`src/charger_cfg_defines.svh`:
```
// constants for the charger configuration and interrupt mask bank
// assumes inclusion by the design modules, the host model and the bench
`ifndef CHARGER_CFG_DEFINES_SVH
`define CHARGER_CFG_DEFINES_SVH

// register offsets on the serial port
`define OFF_IRQ_MASK      8'h07
`define OFF_TEMP_THRESH   8'h20
`define OFF_INPUT_LIMITS  8'h21
`define OFF_PRECHG_TERM   8'h22

// register reset values
`define RST_IRQ_MASK      8'h7F
`define RST_TEMP_THRESH   8'h0F
`define RST_INPUT_LIMITS  8'h00
`define RST_PRECHG_TERM   8'hF8

// field positions
`define BIT_LOOP_DIS      7
`define BIT_PQ_CURRENT    1
`define BIT_CHARGER_ENABLE        0

// serial slave address, arbitrary value
`define I2C_DEV_ADDR      7'h48

// decode bases and steps
`define HOT_BASE_C        45
`define WARM_BASE_C       35
`define COOL_BASE_C       0
`define COLD_BASE_C       (-10)
`define TEMP_STEP_C       5
`define VMIN_BASE_DV      40
`define VPQ_BASE_DV       23
`define ILIM_MAX_MA       475
`define ILIM_STEP_MA      95
`define ILIM_LAST_CODE    3'h4
`define ILIM_MIN_MA       95
`define PQ_LOW_PCT        10
`define PQ_HIGH_PCT       20
`define TERM_00_PM        50
`define TERM_01_PM        75
`define TERM_10_PM        100
`define TERM_11_PM        150
`define TOPOFF_STEP_MIN   5

`endif

```
`src/charger_cfg_pkg.sv`:
```
// types of the charger configuration bank and its serial port
// assumes the defines header is compiled alongside
package charger_cfg_pkg;

  // serial slave states
  typedef enum logic [3:0] {
    ST_IDLE, ST_ADDR, ST_ADDR_ACK, ST_PTR, ST_PTR_ACK,
    ST_WR, ST_WR_ACK, ST_RD, ST_RD_ACK
  } i2c_state_t;

  // serial slave state
  typedef struct packed {
    logic       scl_m;
    logic       scl_s;
    logic       scl_p;
    logic       sda_m;
    logic       sda_s;
    logic       sda_p;
    i2c_state_t state;
    logic [2:0] bitcnt;
    logic       full;
    logic [7:0] shreg;
    logic       rw;
    logic [7:0] ptr;
    logic       oe_b;
    logic       wr_stb;
    logic [7:0] wr_data;
  } i2c_reg_t;

  // register bank state and decoded settings
  typedef struct packed {
    logic [7:0]        mask;
    logic [7:0]        cfg_a;
    logic [7:0]        cfg_b;
    logic [7:0]        cfg_c;
    logic              otp_loaded;
    logic              irq;
    logic              sda_out;
    logic signed [7:0] hot_c;
    logic signed [7:0] warm_c;
    logic signed [7:0] cool_c;
    logic signed [7:0] cold_c;
    logic [5:0]        vmin_dv;
    logic [8:0]        ilim_ma;
    logic [4:0]        pq_pct;
    logic [4:0]        vpq_dv;
    logic [7:0]        term_pm;
    logic [5:0]        topoff_min;
  } bank_reg_t;

endpackage

```
`src/i2c_reg_port.sv`:
```
// serial slave giving byte access to the register bank
// assumes raw scl/sda pins, pointer auto-increments per byte
`timescale 1ns/100ps
`include "charger_cfg_defines.svh"

module i2c_reg_port
  import charger_cfg_pkg::*;
(
  // clock and reset
  input  wire logic       i_clk,
  input  wire logic       i_rst_b,
  // pins
  input  wire logic       i_scl,
  input  wire logic       i_sda,
  output logic            o_sda_oe_b,
  // register side
  input  wire logic [7:0] i_rd_data,
  output logic [7:0]      o_ptr,
  output logic            o_wr_stb,
  output logic [7:0]      o_wr_data
);

  i2c_reg_t q;
  i2c_reg_t next_q;
  logic     rise;
  logic     fall;
  logic     start;
  logic     stop;

  // line events from synchronised copies
  assign rise  = q.scl_s & ~q.scl_p;
  assign fall  = ~q.scl_s & q.scl_p;
  assign start = q.scl_s & q.scl_p & q.sda_p & ~q.sda_s;
  assign stop  = q.scl_s & q.scl_p & ~q.sda_p & q.sda_s;

  // protocol sequencing
  always_comb begin
    next_q        = q;
    next_q.scl_m  = i_scl;
    next_q.scl_s  = q.scl_m;
    next_q.scl_p  = q.scl_s;
    next_q.sda_m  = i_sda;
    next_q.sda_s  = q.sda_m;
    next_q.sda_p  = q.sda_s;
    next_q.wr_stb = 1'b0;
    if (start) begin
      next_q.state  = ST_ADDR;
      next_q.bitcnt = 3'h0;
      next_q.full   = 1'b0;
      next_q.oe_b   = 1'b1;
    end else if (stop) begin
      next_q.state = ST_IDLE;
      next_q.oe_b  = 1'b1;
    end else if (rise) begin
      case (q.state)
        ST_ADDR, ST_PTR, ST_WR, ST_RD: begin
          if (q.state != ST_RD) begin
            next_q.shreg = {q.shreg[6:0], q.sda_s};
          end
          next_q.bitcnt = q.bitcnt + 3'h1;
          next_q.full   = (q.bitcnt == 3'h7);
        end
        ST_RD_ACK: begin
          if (q.sda_s) begin
            next_q.state = ST_IDLE; // master nack ends the read
          end
        end
        default: ;
      endcase
    end else if (fall) begin
      case (q.state)
        ST_ADDR: begin
          if (q.full) begin
            next_q.full = 1'b0;
            if (q.shreg[7:1] == `I2C_DEV_ADDR) begin
              next_q.oe_b  = 1'b0;
              next_q.rw    = q.shreg[0];
              next_q.state = ST_ADDR_ACK;
            end else begin
              next_q.state = ST_IDLE;
            end
          end
        end
        ST_PTR: begin
          if (q.full) begin
            next_q.full  = 1'b0;
            next_q.ptr   = q.shreg;
            next_q.oe_b  = 1'b0;
            next_q.state = ST_PTR_ACK;
          end
        end
        ST_WR: begin
          if (q.full) begin
            next_q.full    = 1'b0;
            next_q.wr_stb  = 1'b1;
            next_q.wr_data = q.shreg;
            next_q.oe_b    = 1'b0;
            next_q.state   = ST_WR_ACK;
          end
        end
        ST_RD: begin
          if (q.full) begin
            next_q.full  = 1'b0;
            next_q.oe_b  = 1'b1;
            next_q.ptr   = q.ptr + 8'h01;
            next_q.state = ST_RD_ACK;
          end else begin
            next_q.shreg = {q.shreg[6:0], 1'b0};
            next_q.oe_b  = q.shreg[6];
          end
        end
        ST_ADDR_ACK: begin
          if (q.rw) begin
            next_q.shreg = i_rd_data;
            next_q.oe_b  = i_rd_data[7];
            next_q.state = ST_RD;
          end else begin
            next_q.oe_b  = 1'b1;
            next_q.state = ST_PTR;
          end
        end
        ST_PTR_ACK: begin
          next_q.oe_b  = 1'b1;
          next_q.state = ST_WR;
        end
        ST_WR_ACK: begin
          next_q.oe_b  = 1'b1;
          next_q.ptr   = q.ptr + 8'h01;
          next_q.state = ST_WR;
        end
        ST_RD_ACK: begin
          next_q.shreg = i_rd_data;
          next_q.oe_b  = i_rd_data[7];
          next_q.state = ST_RD;
        end
        default: ;
      endcase
    end
  end

  // state register
  always_ff @(posedge i_clk or negedge i_rst_b) begin
    if (!i_rst_b) begin
      q <= '{scl_m: 1'b1, scl_s: 1'b1, scl_p: 1'b1, sda_m: 1'b1,
             sda_s: 1'b1, sda_p: 1'b1, state: ST_IDLE, bitcnt: 3'h0,
             full: 1'b0, shreg: 8'h00, rw: 1'b0, ptr: 8'h00,
             oe_b: 1'b1, wr_stb: 1'b0, wr_data: 8'h00};
    end else begin
      q <= next_q;
    end
  end

  assign o_sda_oe_b = q.oe_b;
  assign o_ptr      = q.ptr;
  assign o_wr_stb   = q.wr_stb;
  assign o_wr_data  = q.wr_data;

endmodule

```
`src/charger_config_irq_mask_regs.sv`:
```
// charger interrupt mask and configuration registers behind a serial port
// assumes event flags arrive on the system clock, pins are asynchronous
//
// Behaviour
// - a set mask bit keeps its event flag off the interrupt output
// - mask register bit 7 disables the input current loop, reset 0
// - hot limit code maps to 45, 50, 55, 60 degrees
// - warm limit code maps to 35, 40, 45, 50 degrees
// - cool limit code maps to 0, 5, 10, 15 degrees
// - cold limit code maps to -10, -5, 0, 5 degrees
// - minimum input voltage code maps linearly 4.0 V to 4.7 V
// - input current limit 475 down to 95 mA, codes above 4 act as 4
// - precharge current select gives 10 or 20 percent of fast charge
// - charger enable bit, reset value taken from the one-time default
// - precharge voltage code maps 2.3 V to 3.0 V, reset code 111
// - termination code gives 5, 7.5, 10, 15 percent of fast charge
// - top-off code gives 0 to 35 minutes in 5 minute steps, reset 0
`timescale 1ns/100ps
`include "charger_cfg_defines.svh"

module charger_config_irq_mask_regs
  import charger_cfg_pkg::*;
(
  // clock and reset
  input  wire logic              I_SYS_CLK,
  input  wire logic              I_RST_B,
  // serial pins
  input  wire logic              I_SCL,
  input  wire logic              I_SDA,
  output logic                   O_SDA_OUT,
  output logic                   O_SDA_OE_B,
  // event flags and one-time default
  input  wire logic [6:0]        I_EVENT_FLAGS,
  input  wire logic              I_CHARGER_ENABLE_OTP_DEFAULT,
  // interrupt and controls
  output logic                   O_IRQ,
  output logic                   O_INPUT_LOOP_DISABLE,
  output logic                   O_CHARGER_ENABLE,
  // decoded settings
  output logic signed [7:0]      O_HOT_LIMIT_C,
  output logic signed [7:0]      O_WARM_LIMIT_C,
  output logic signed [7:0]      O_COOL_LIMIT_C,
  output logic signed [7:0]      O_COLD_LIMIT_C,
  output logic [5:0]             O_INPUT_MIN_VOLTAGE_DV,
  output logic [8:0]             O_INPUT_CURRENT_LIMIT_MA,
  output logic [4:0]             O_PRECHARGE_CURRENT_PCT,
  output logic [4:0]             O_PRECHARGE_VOLTAGE_DV,
  output logic [7:0]             O_TERM_CURRENT_PERMILLE,
  output logic [5:0]             O_TOPOFF_MINUTES
);

  localparam bank_reg_t BANK_RESET = '{
    mask: `RST_IRQ_MASK, cfg_a: `RST_TEMP_THRESH,
    cfg_b: `RST_INPUT_LIMITS, cfg_c: `RST_PRECHG_TERM,
    otp_loaded: 1'b0, irq: 1'b0, sda_out: 1'b0,
    hot_c: 8'sd45, warm_c: 8'sd35, cool_c: 8'sd15, cold_c: 8'sd5,
    vmin_dv: 6'd40, ilim_ma: 9'd475, pq_pct: 5'd10, vpq_dv: 5'd30,
    term_pm: 8'd150, topoff_min: 6'd0};

  logic       rst_b_meta;
  logic       rst_b_sync;
  logic [7:0] ptr;
  logic       wr_stb;
  logic [7:0] wr_data;
  logic [7:0] rd_data;
  bank_reg_t  q;
  bank_reg_t  next_q;

  // reset release through two flops
  always_ff @(posedge I_SYS_CLK or negedge I_RST_B) begin
    if (!I_RST_B) begin
      rst_b_meta <= 1'b0;
      rst_b_sync <= 1'b0;
    end else begin
      rst_b_meta <= 1'b1;
      rst_b_sync <= rst_b_meta;
    end
  end

  // serial byte port
  i2c_reg_port u_port (
    .i_clk      (I_SYS_CLK),
    .i_rst_b    (rst_b_sync),
    .i_scl      (I_SCL),
    .i_sda      (I_SDA),
    .o_sda_oe_b (O_SDA_OE_B),
    .i_rd_data  (rd_data),
    .o_ptr      (ptr),
    .o_wr_stb   (wr_stb),
    .o_wr_data  (wr_data)
  );

  // read mux, unmapped offsets read zero
  always_comb begin
    if (ptr == `OFF_IRQ_MASK) begin
      rd_data = q.mask;
    end else if (ptr == `OFF_TEMP_THRESH) begin
      rd_data = q.cfg_a;
    end else if (ptr == `OFF_INPUT_LIMITS) begin
      rd_data = q.cfg_b;
    end else if (ptr == `OFF_PRECHG_TERM) begin
      rd_data = q.cfg_c;
    end else begin
      rd_data = 8'h00;
    end
  end

  // register writes, interrupt gating and setting decode
  always_comb begin
    next_q            = q;
    next_q.otp_loaded = 1'b1;
    next_q.sda_out    = 1'b0;
    if (wr_stb) begin
      if (ptr == `OFF_IRQ_MASK) begin
        next_q.mask = wr_data;
      end else if (ptr == `OFF_TEMP_THRESH) begin
        next_q.cfg_a = wr_data;
      end else if (ptr == `OFF_INPUT_LIMITS) begin
        next_q.cfg_b = wr_data;
      end else if (ptr == `OFF_PRECHG_TERM) begin
        next_q.cfg_c = wr_data;
      end
    end
    if (!q.otp_loaded) begin
      next_q.cfg_b[`BIT_CHARGER_ENABLE] = I_CHARGER_ENABLE_OTP_DEFAULT;
    end
    next_q.irq = |(I_EVENT_FLAGS & ~q.mask[6:0]);
    next_q.hot_c = 8'(`HOT_BASE_C
      + `TEMP_STEP_C * int'(q.cfg_a[7:6]));
    next_q.warm_c = 8'(`WARM_BASE_C
      + `TEMP_STEP_C * int'(q.cfg_a[5:4]));
    next_q.cool_c = 8'(`COOL_BASE_C
      + `TEMP_STEP_C * int'(q.cfg_a[3:2]));
    next_q.cold_c = 8'(`COLD_BASE_C
      + `TEMP_STEP_C * int'(q.cfg_a[1:0]));
    next_q.vmin_dv = 6'(`VMIN_BASE_DV + int'(q.cfg_b[7:5]));
    if (q.cfg_b[4:2] >= `ILIM_LAST_CODE) begin
      next_q.ilim_ma = 9'(`ILIM_MIN_MA);
    end else begin
      next_q.ilim_ma = 9'(`ILIM_MAX_MA
        - `ILIM_STEP_MA * int'(q.cfg_b[4:2]));
    end
    next_q.pq_pct = q.cfg_b[`BIT_PQ_CURRENT] ? 5'(`PQ_HIGH_PCT)
                                             : 5'(`PQ_LOW_PCT);
    next_q.vpq_dv = 5'(`VPQ_BASE_DV + int'(q.cfg_c[7:5]));
    case (q.cfg_c[4:3])
      2'h0:    next_q.term_pm = 8'(`TERM_00_PM);
      2'h1:    next_q.term_pm = 8'(`TERM_01_PM);
      2'h2:    next_q.term_pm = 8'(`TERM_10_PM);
      default: next_q.term_pm = 8'(`TERM_11_PM);
    endcase
    next_q.topoff_min = 6'(`TOPOFF_STEP_MIN * int'(q.cfg_c[2:0]));
  end

  // bank register
  always_ff @(posedge I_SYS_CLK or negedge rst_b_sync) begin
    if (!rst_b_sync) begin
      q <= BANK_RESET;
    end else begin
      q <= next_q;
    end
  end

  // outputs straight from flops
  assign O_SDA_OUT                = q.sda_out;
  assign O_IRQ                    = q.irq;
  assign O_INPUT_LOOP_DISABLE     = q.mask[`BIT_LOOP_DIS];
  assign O_CHARGER_ENABLE         = q.cfg_b[`BIT_CHARGER_ENABLE];
  assign O_HOT_LIMIT_C            = q.hot_c;
  assign O_WARM_LIMIT_C           = q.warm_c;
  assign O_COOL_LIMIT_C           = q.cool_c;
  assign O_COLD_LIMIT_C           = q.cold_c;
  assign O_INPUT_MIN_VOLTAGE_DV   = q.vmin_dv;
  assign O_INPUT_CURRENT_LIMIT_MA = q.ilim_ma;
  assign O_PRECHARGE_CURRENT_PCT  = q.pq_pct;
  assign O_PRECHARGE_VOLTAGE_DV   = q.vpq_dv;
  assign O_TERM_CURRENT_PERMILLE  = q.term_pm;
  assign O_TOPOFF_MINUTES         = q.topoff_min;
endmodule

```
`config.mk`:
```
export PLATFORM = sky130hd
export DESIGN_NAME = charger_config_irq_mask_regs
export DESIGN_NICKNAME = d
export VERILOG_FILES = /design/src/charger_cfg_pkg.sv /design/src/i2c_reg_port.sv /design/src/charger_config_irq_mask_regs.sv
export VERILOG_INCLUDE_DIRS = /design/src
export SDC_FILE = /design/constraint.sdc
export NUM_CORES = 1
export LEC_CHECK = 0
export ABC_CLOCK_PERIOD_IN_PS = 4700
export BUFFER_PORTS_ARGS = -buffer_cell sky130_fd_sc_hd__buf_2
export CAP_MARGIN = 25
export CORE_MARGIN = 10
export CORE_UTILIZATION = 58
export CTS_CLUSTER_DIAMETER = 60
export CTS_CLUSTER_SIZE = 12
export DETAILED_ROUTE_END_ITERATION = 8
export PLACE_DENSITY_LB_ADDON = 0.05
export SLEW_MARGIN = 5
export SYNTH_ARGS = -nofsm -noshare
export SYNTH_HDL_FRONTEND = slang
export SYNTH_SLANG_ARGS = --single-unit
export TNS_END_PERCENT = 100
```
`constraint.sdc`:
```
create_clock -name I_SYS_CLK -period 4.7 [get_ports I_SYS_CLK]
set_input_delay 0.235 -clock I_SYS_CLK [delete_from_list [all_inputs] [get_ports I_SYS_CLK]]
set_output_delay 0.235 -clock I_SYS_CLK [all_outputs]
set_load 0.01 [all_outputs]
```
==> flow_metrics.env <==
export IMPL_hpwlAfterDp_um=9520
export IMPL_final_common_cell="dfrtp_1"
export IMPL_yosys_warnings=0
export IMPL_synthAdderAreaFrac_pct=8.482
export IMPL_grt_pass1_wl_um=22470
export IMPL_nets=675
export IMPL_fill_cells=893
export IMPL_reg2reg_slack_ns=2.00
export IMPL_cts_hold_buf=3
export IMPL_first_global_vias=4369
export IMPL_tns_ns=0
export IMPL_design_area_sq_mm=0.007336
export IMPL_holdPathStages=3
export IMPL_numPortBuffers=73
export IMPL_crit_type="reg -> reg"
export IMPL_powerDensity_mw_per_mm2=360.5
export IMPL_fp_dieH_um=127.7
export IMPL_cts_setup_buffers=0
export IMPL_clk_latency_ns=0.41
export IMPL_routabilityCongestion=0.8804
export IMPL_clockBufferDepth=2
export IMPL_gr_total_overflow=0
export IMPL_rows=39
export IMPL_drt_iter0_drc=297
export IMPL_min_from="I_EVENT_FLAGS[6]"
export IMPL_vias=4302
export IMPL_drv_cap=0
export IMPL_crit_buf_inv=3
export IMPL_drc=0
export IMPL_synth_edf_count=0
export IMPL_syn_avg_cell_area_sq_um=11.25
export IMPL_arrival_ns=3.05
export IMPL_worstPathRequired_ns=5.04
export IMPL_synth_area_sq_mm=0.006726
export IMPL_r2r_end="O_INPUT_CURRENT_LIMIT_MA[8]"
export IMPL_skew_ns=0.006022
export IMPL_hold_viol_final=0
export IMPL_ys_ff_latch=128
export IMPL_drive_above_1_share_pct=33.76
export IMPL_start_util_pct=59.16
export IMPL_reg2regPathDepth=12
export IMPL_placed_area_sq_mm=0.006699
export IMPL_area_delta_synth_final_pct=9.059
export IMPL_cp_slowest_cell="dfrtp_1"
export IMPL_wl_per_cell_um=17.29
export IMPL_finalCritPeriodShare_pct=57.54
export IMPL_ys_types=68
export IMPL_period_minus_slack_ns=2.705
export IMPL_die_x_um=127.7
export IMPL_io_pins=88
export IMPL_slew_headroom_pct=47.92
export IMPL_synth_top_family_by_area="buffers and inverters"
export IMPL_ctsResizeCount=0
export IMPL_core_sq_mm=0.01137
export IMPL_dieArea_sq_mm=0.01630
export IMPL_async_flop_share_pct=100.0
export IMPL_cts_root_buffer_cell="clkbuf_16"
export IMPL_ys_seq_area_share_pct=48.51
export IMPL_rsz0062_at_grt="false"
export IMPL_hold_path_class="in -> reg"
export IMPL_cts_inserted_buffers=17
export IMPL_ir_drop_v=0.0002494
export IMPL_totalWireLength_um=13380
export IMPL_synth_cells=598
export IMPL_antenna_found_initial=0
export IMPL_antenna_left=0
export IMPL_max_stage_delay_ns=0.55
export IMPL_slew_viol_final=0
export IMPL_crit_family="adder cells"
export IMPL_cts_tree="yes"
export IMPL_final_seq_area_sq_mm=0.003267
export IMPL_via_per_inst=5.558
export IMPL_multi_input_area_sq_mm=0.002704
export IMPL_finalSetupViolCount=0
export IMPL_clock_fmax_mhz=369.8
export IMPL_synth_mux_area_share_pct=8.947
export IMPL_firstDrtPassIters=5
export IMPL_track_usage_pct=17.15
export IMPL_mostFrequentLayoutCells="dfrtp_1 (79), buf_2 (73), dfstp_2 (48), inv_1 (47), ha_1 (44)"
export IMPL_grt_max_degree=81
export IMPL_dp_cells=738
export IMPL_tightest_slew_ns=0.7796
export IMPL_p_leak_uw=0.003426
export IMPL_synthXorXnorAreaFrac_pct=0.6324
export IMPL_n_antenna_cell=0
export IMPL_crit_chain="inv_1 -> ha_1 -> ha_1 -> inv_1 -> ha_1 -> inv_1 -> fa_1 -> nor2b_1 -> o21a_1 -> o21a_1 -> o21ai_0 -> a21oi_1"
export IMPL_synthSimpleGateAreaFrac_pct=9.431
export IMPL_status="complete, no violations"
export IMPL_r2r_start="q[86]"
export IMPL_clock_sinks=128
export IMPL_synth_compound_area_share_pct=11.81
export IMPL_h_tree_depth=4
export IMPL_path_clk_slew_ns=0.06
export IMPL_cp_start_kind="register"
export IMPL_dominantRegCellSynth="dfrtp_1"
export IMPL_min_to="O_IRQ"
export IMPL_endpoint_kind="register"
export IMPL_fin_cells=774
export IMPL_cp_max_fo=11
[cell type report]
type                            count  share of cell area, %
Inverter                           47                  2.405
Clock inverter                     12                  1.944
Timing Repair Buffer               78                  5.867
Clock buffer                       20                  5.953
Sequential cell                   128                  44.53
Multi-Input combinational cell    346                  36.86
Tap cell                          143                  2.439
[metal layers]
layer | vias to the layer above | GRT usage [%] | share of wire, %
met2 | 134 | 27.71 | 49
met4 | 0 | 5.762 | 1.5
met1 | 2131 | 20.88 | 43
met3 | 14 | 6.121 | 7.0
met5 | - | 0 | 0
li1 | 2023 | - | -
[worst max-delay path by stage]
stage,startpoint,end,slack [ns],cells past startpoint
after floorplan,rst_b_sync,O_CHARGER_ENABLE,0.95,0
after global placement,q[86],O_INPUT_CURRENT_LIMIT_MA[8],2.14,12
after detailed placement,q[86],O_INPUT_CURRENT_LIMIT_MA[8],1.99,12
after CTS,q[86],O_INPUT_CURRENT_LIMIT_MA[8],2.00,12
after global routing,q[86],O_INPUT_CURRENT_LIMIT_MA[8],1.72,12
final,q[86],O_INPUT_CURRENT_LIMIT_MA[8],2.00,12
[stage by stage]
| stage | worst slack (ns) | util (%) | power, uW | hold WS (ns) |
|---|---|---|---|---|
| 5_1_grt | 1.716 | 64.52 | 2752 | 0.04184 |
| 4_1_cts | 1.996 | 64.28 | 2666 | 0.03434 |
| 3_5_place_dp | 1.992 | 58.92 | 1370 | 0.02167 |
| 2_1_floorplan | 0.9537 | - | 1332 | -0.06059 |
| 6_report | 1.995 | 64.52 | 2645 | 0.04482 |
| 3_3_place_gp | 2.137 | 58.92 | 1361 | 0.02031 |
[tightest hold or removal path: cells and delay by family]
family	cells	cell delay, ns
buffers and inverters	1	0.08
and+or+nand+nor	1	0.06
AOI/OAI and AO/OA	1	0.05
[kinds of logic (layout without fill, tap and decap cells)]
group	count (synthesis)	count (layout)
xor gates and xnor gates	4	4
muxes	54	54
other	2	16
AOI/OAI and AO/OA	117	117
and+or+nand+nor	110	110
DFF	128	128
adders and majority gates	45	45
buffers and inverters	138	157
[synthesized netlist by cell type (2+ instances only)]
| library cell | count | area share [%] |
|---|---|---|
| a21o_1 | 3 | 0.33 |
| a21oi_1 | 34 | 2.5 |
| a221o_1 | 2 | 0.30 |
| a22o_1 | 2 | 0.26 |
| a22oi_1 | 9 | 1.0 |
| a31oi_1 | 3 | 0.28 |
| a32o_1 | 2 | 0.30 |
| and2_1 | 2 | 0.19 |
| and3_1 | 4 | 0.37 |
| buf_2 | 7 | 0.52 |
| buf_4 | 74 | 8.3 |
| clkbuf_1 | 9 | 0.50 |
| conb_1 | 2 | 0.11 |
| dfrtp_1 | 80 | 30 |
| dfstp_2 | 48 | 19 |
| ha_1 | 44 | 8.2 |
| inv_1 | 47 | 2.6 |
| mux2_1 | 8 | 1.3 |
| mux2_2 | 41 | 6.9 |
| mux2i_1 | 5 | 0.74 |
| nand2_1 | 34 | 1.9 |
| nand2b_1 | 6 | 0.56 |
| nand3_1 | 12 | 0.89 |
| nand4_1 | 2 | 0.19 |
| nand4_2 | 4 | 0.74 |
| nor2_1 | 15 | 0.84 |
| nor2b_1 | 7 | 0.65 |
| nor4b_1 | 2 | 0.26 |
| o211ai_1 | 5 | 0.56 |
| o21a_1 | 5 | 0.56 |
| o21ai_0 | 27 | 2.0 |
| o21bai_1 | 2 | 0.22 |
| o221ai_1 | 2 | 0.26 |
| o22ai_1 | 4 | 0.37 |
| o2bb2ai_1 | 7 | 0.91 |
| or2_2 | 3 | 0.28 |
| or3_1 | 3 | 0.28 |
| xor2_1 | 2 | 0.26 |
[power by group]
| group | internal (uW) | switching [uW] |
|---|---|---|
| logic | 70.8 | 98.6 |
| clock network | 826 | 463 |
| registers | 1140 | 48.7 |
[flip-flops by register name, summed over array words and instances, names as in the netlist, 3 cells and up]
name                      flops
O_COLD_LIMIT_C                6
u_port.q                     19
q                            31
u_port.o_wr_data              8
O_HOT_LIMIT_C                 7
O_TOPOFF_MINUTES              6
O_TERM_CURRENT_PERMILLE       7
u_port.next_q                 4
O_INPUT_CURRENT_LIMIT_MA      9
O_PRECHARGE_VOLTAGE_DV        4
O_INPUT_MIN_VOLTAGE_DV        3
u_port.o_ptr                  8
O_WARM_LIMIT_C                5
Note: power is estimated with default switching activity, not from simulation.
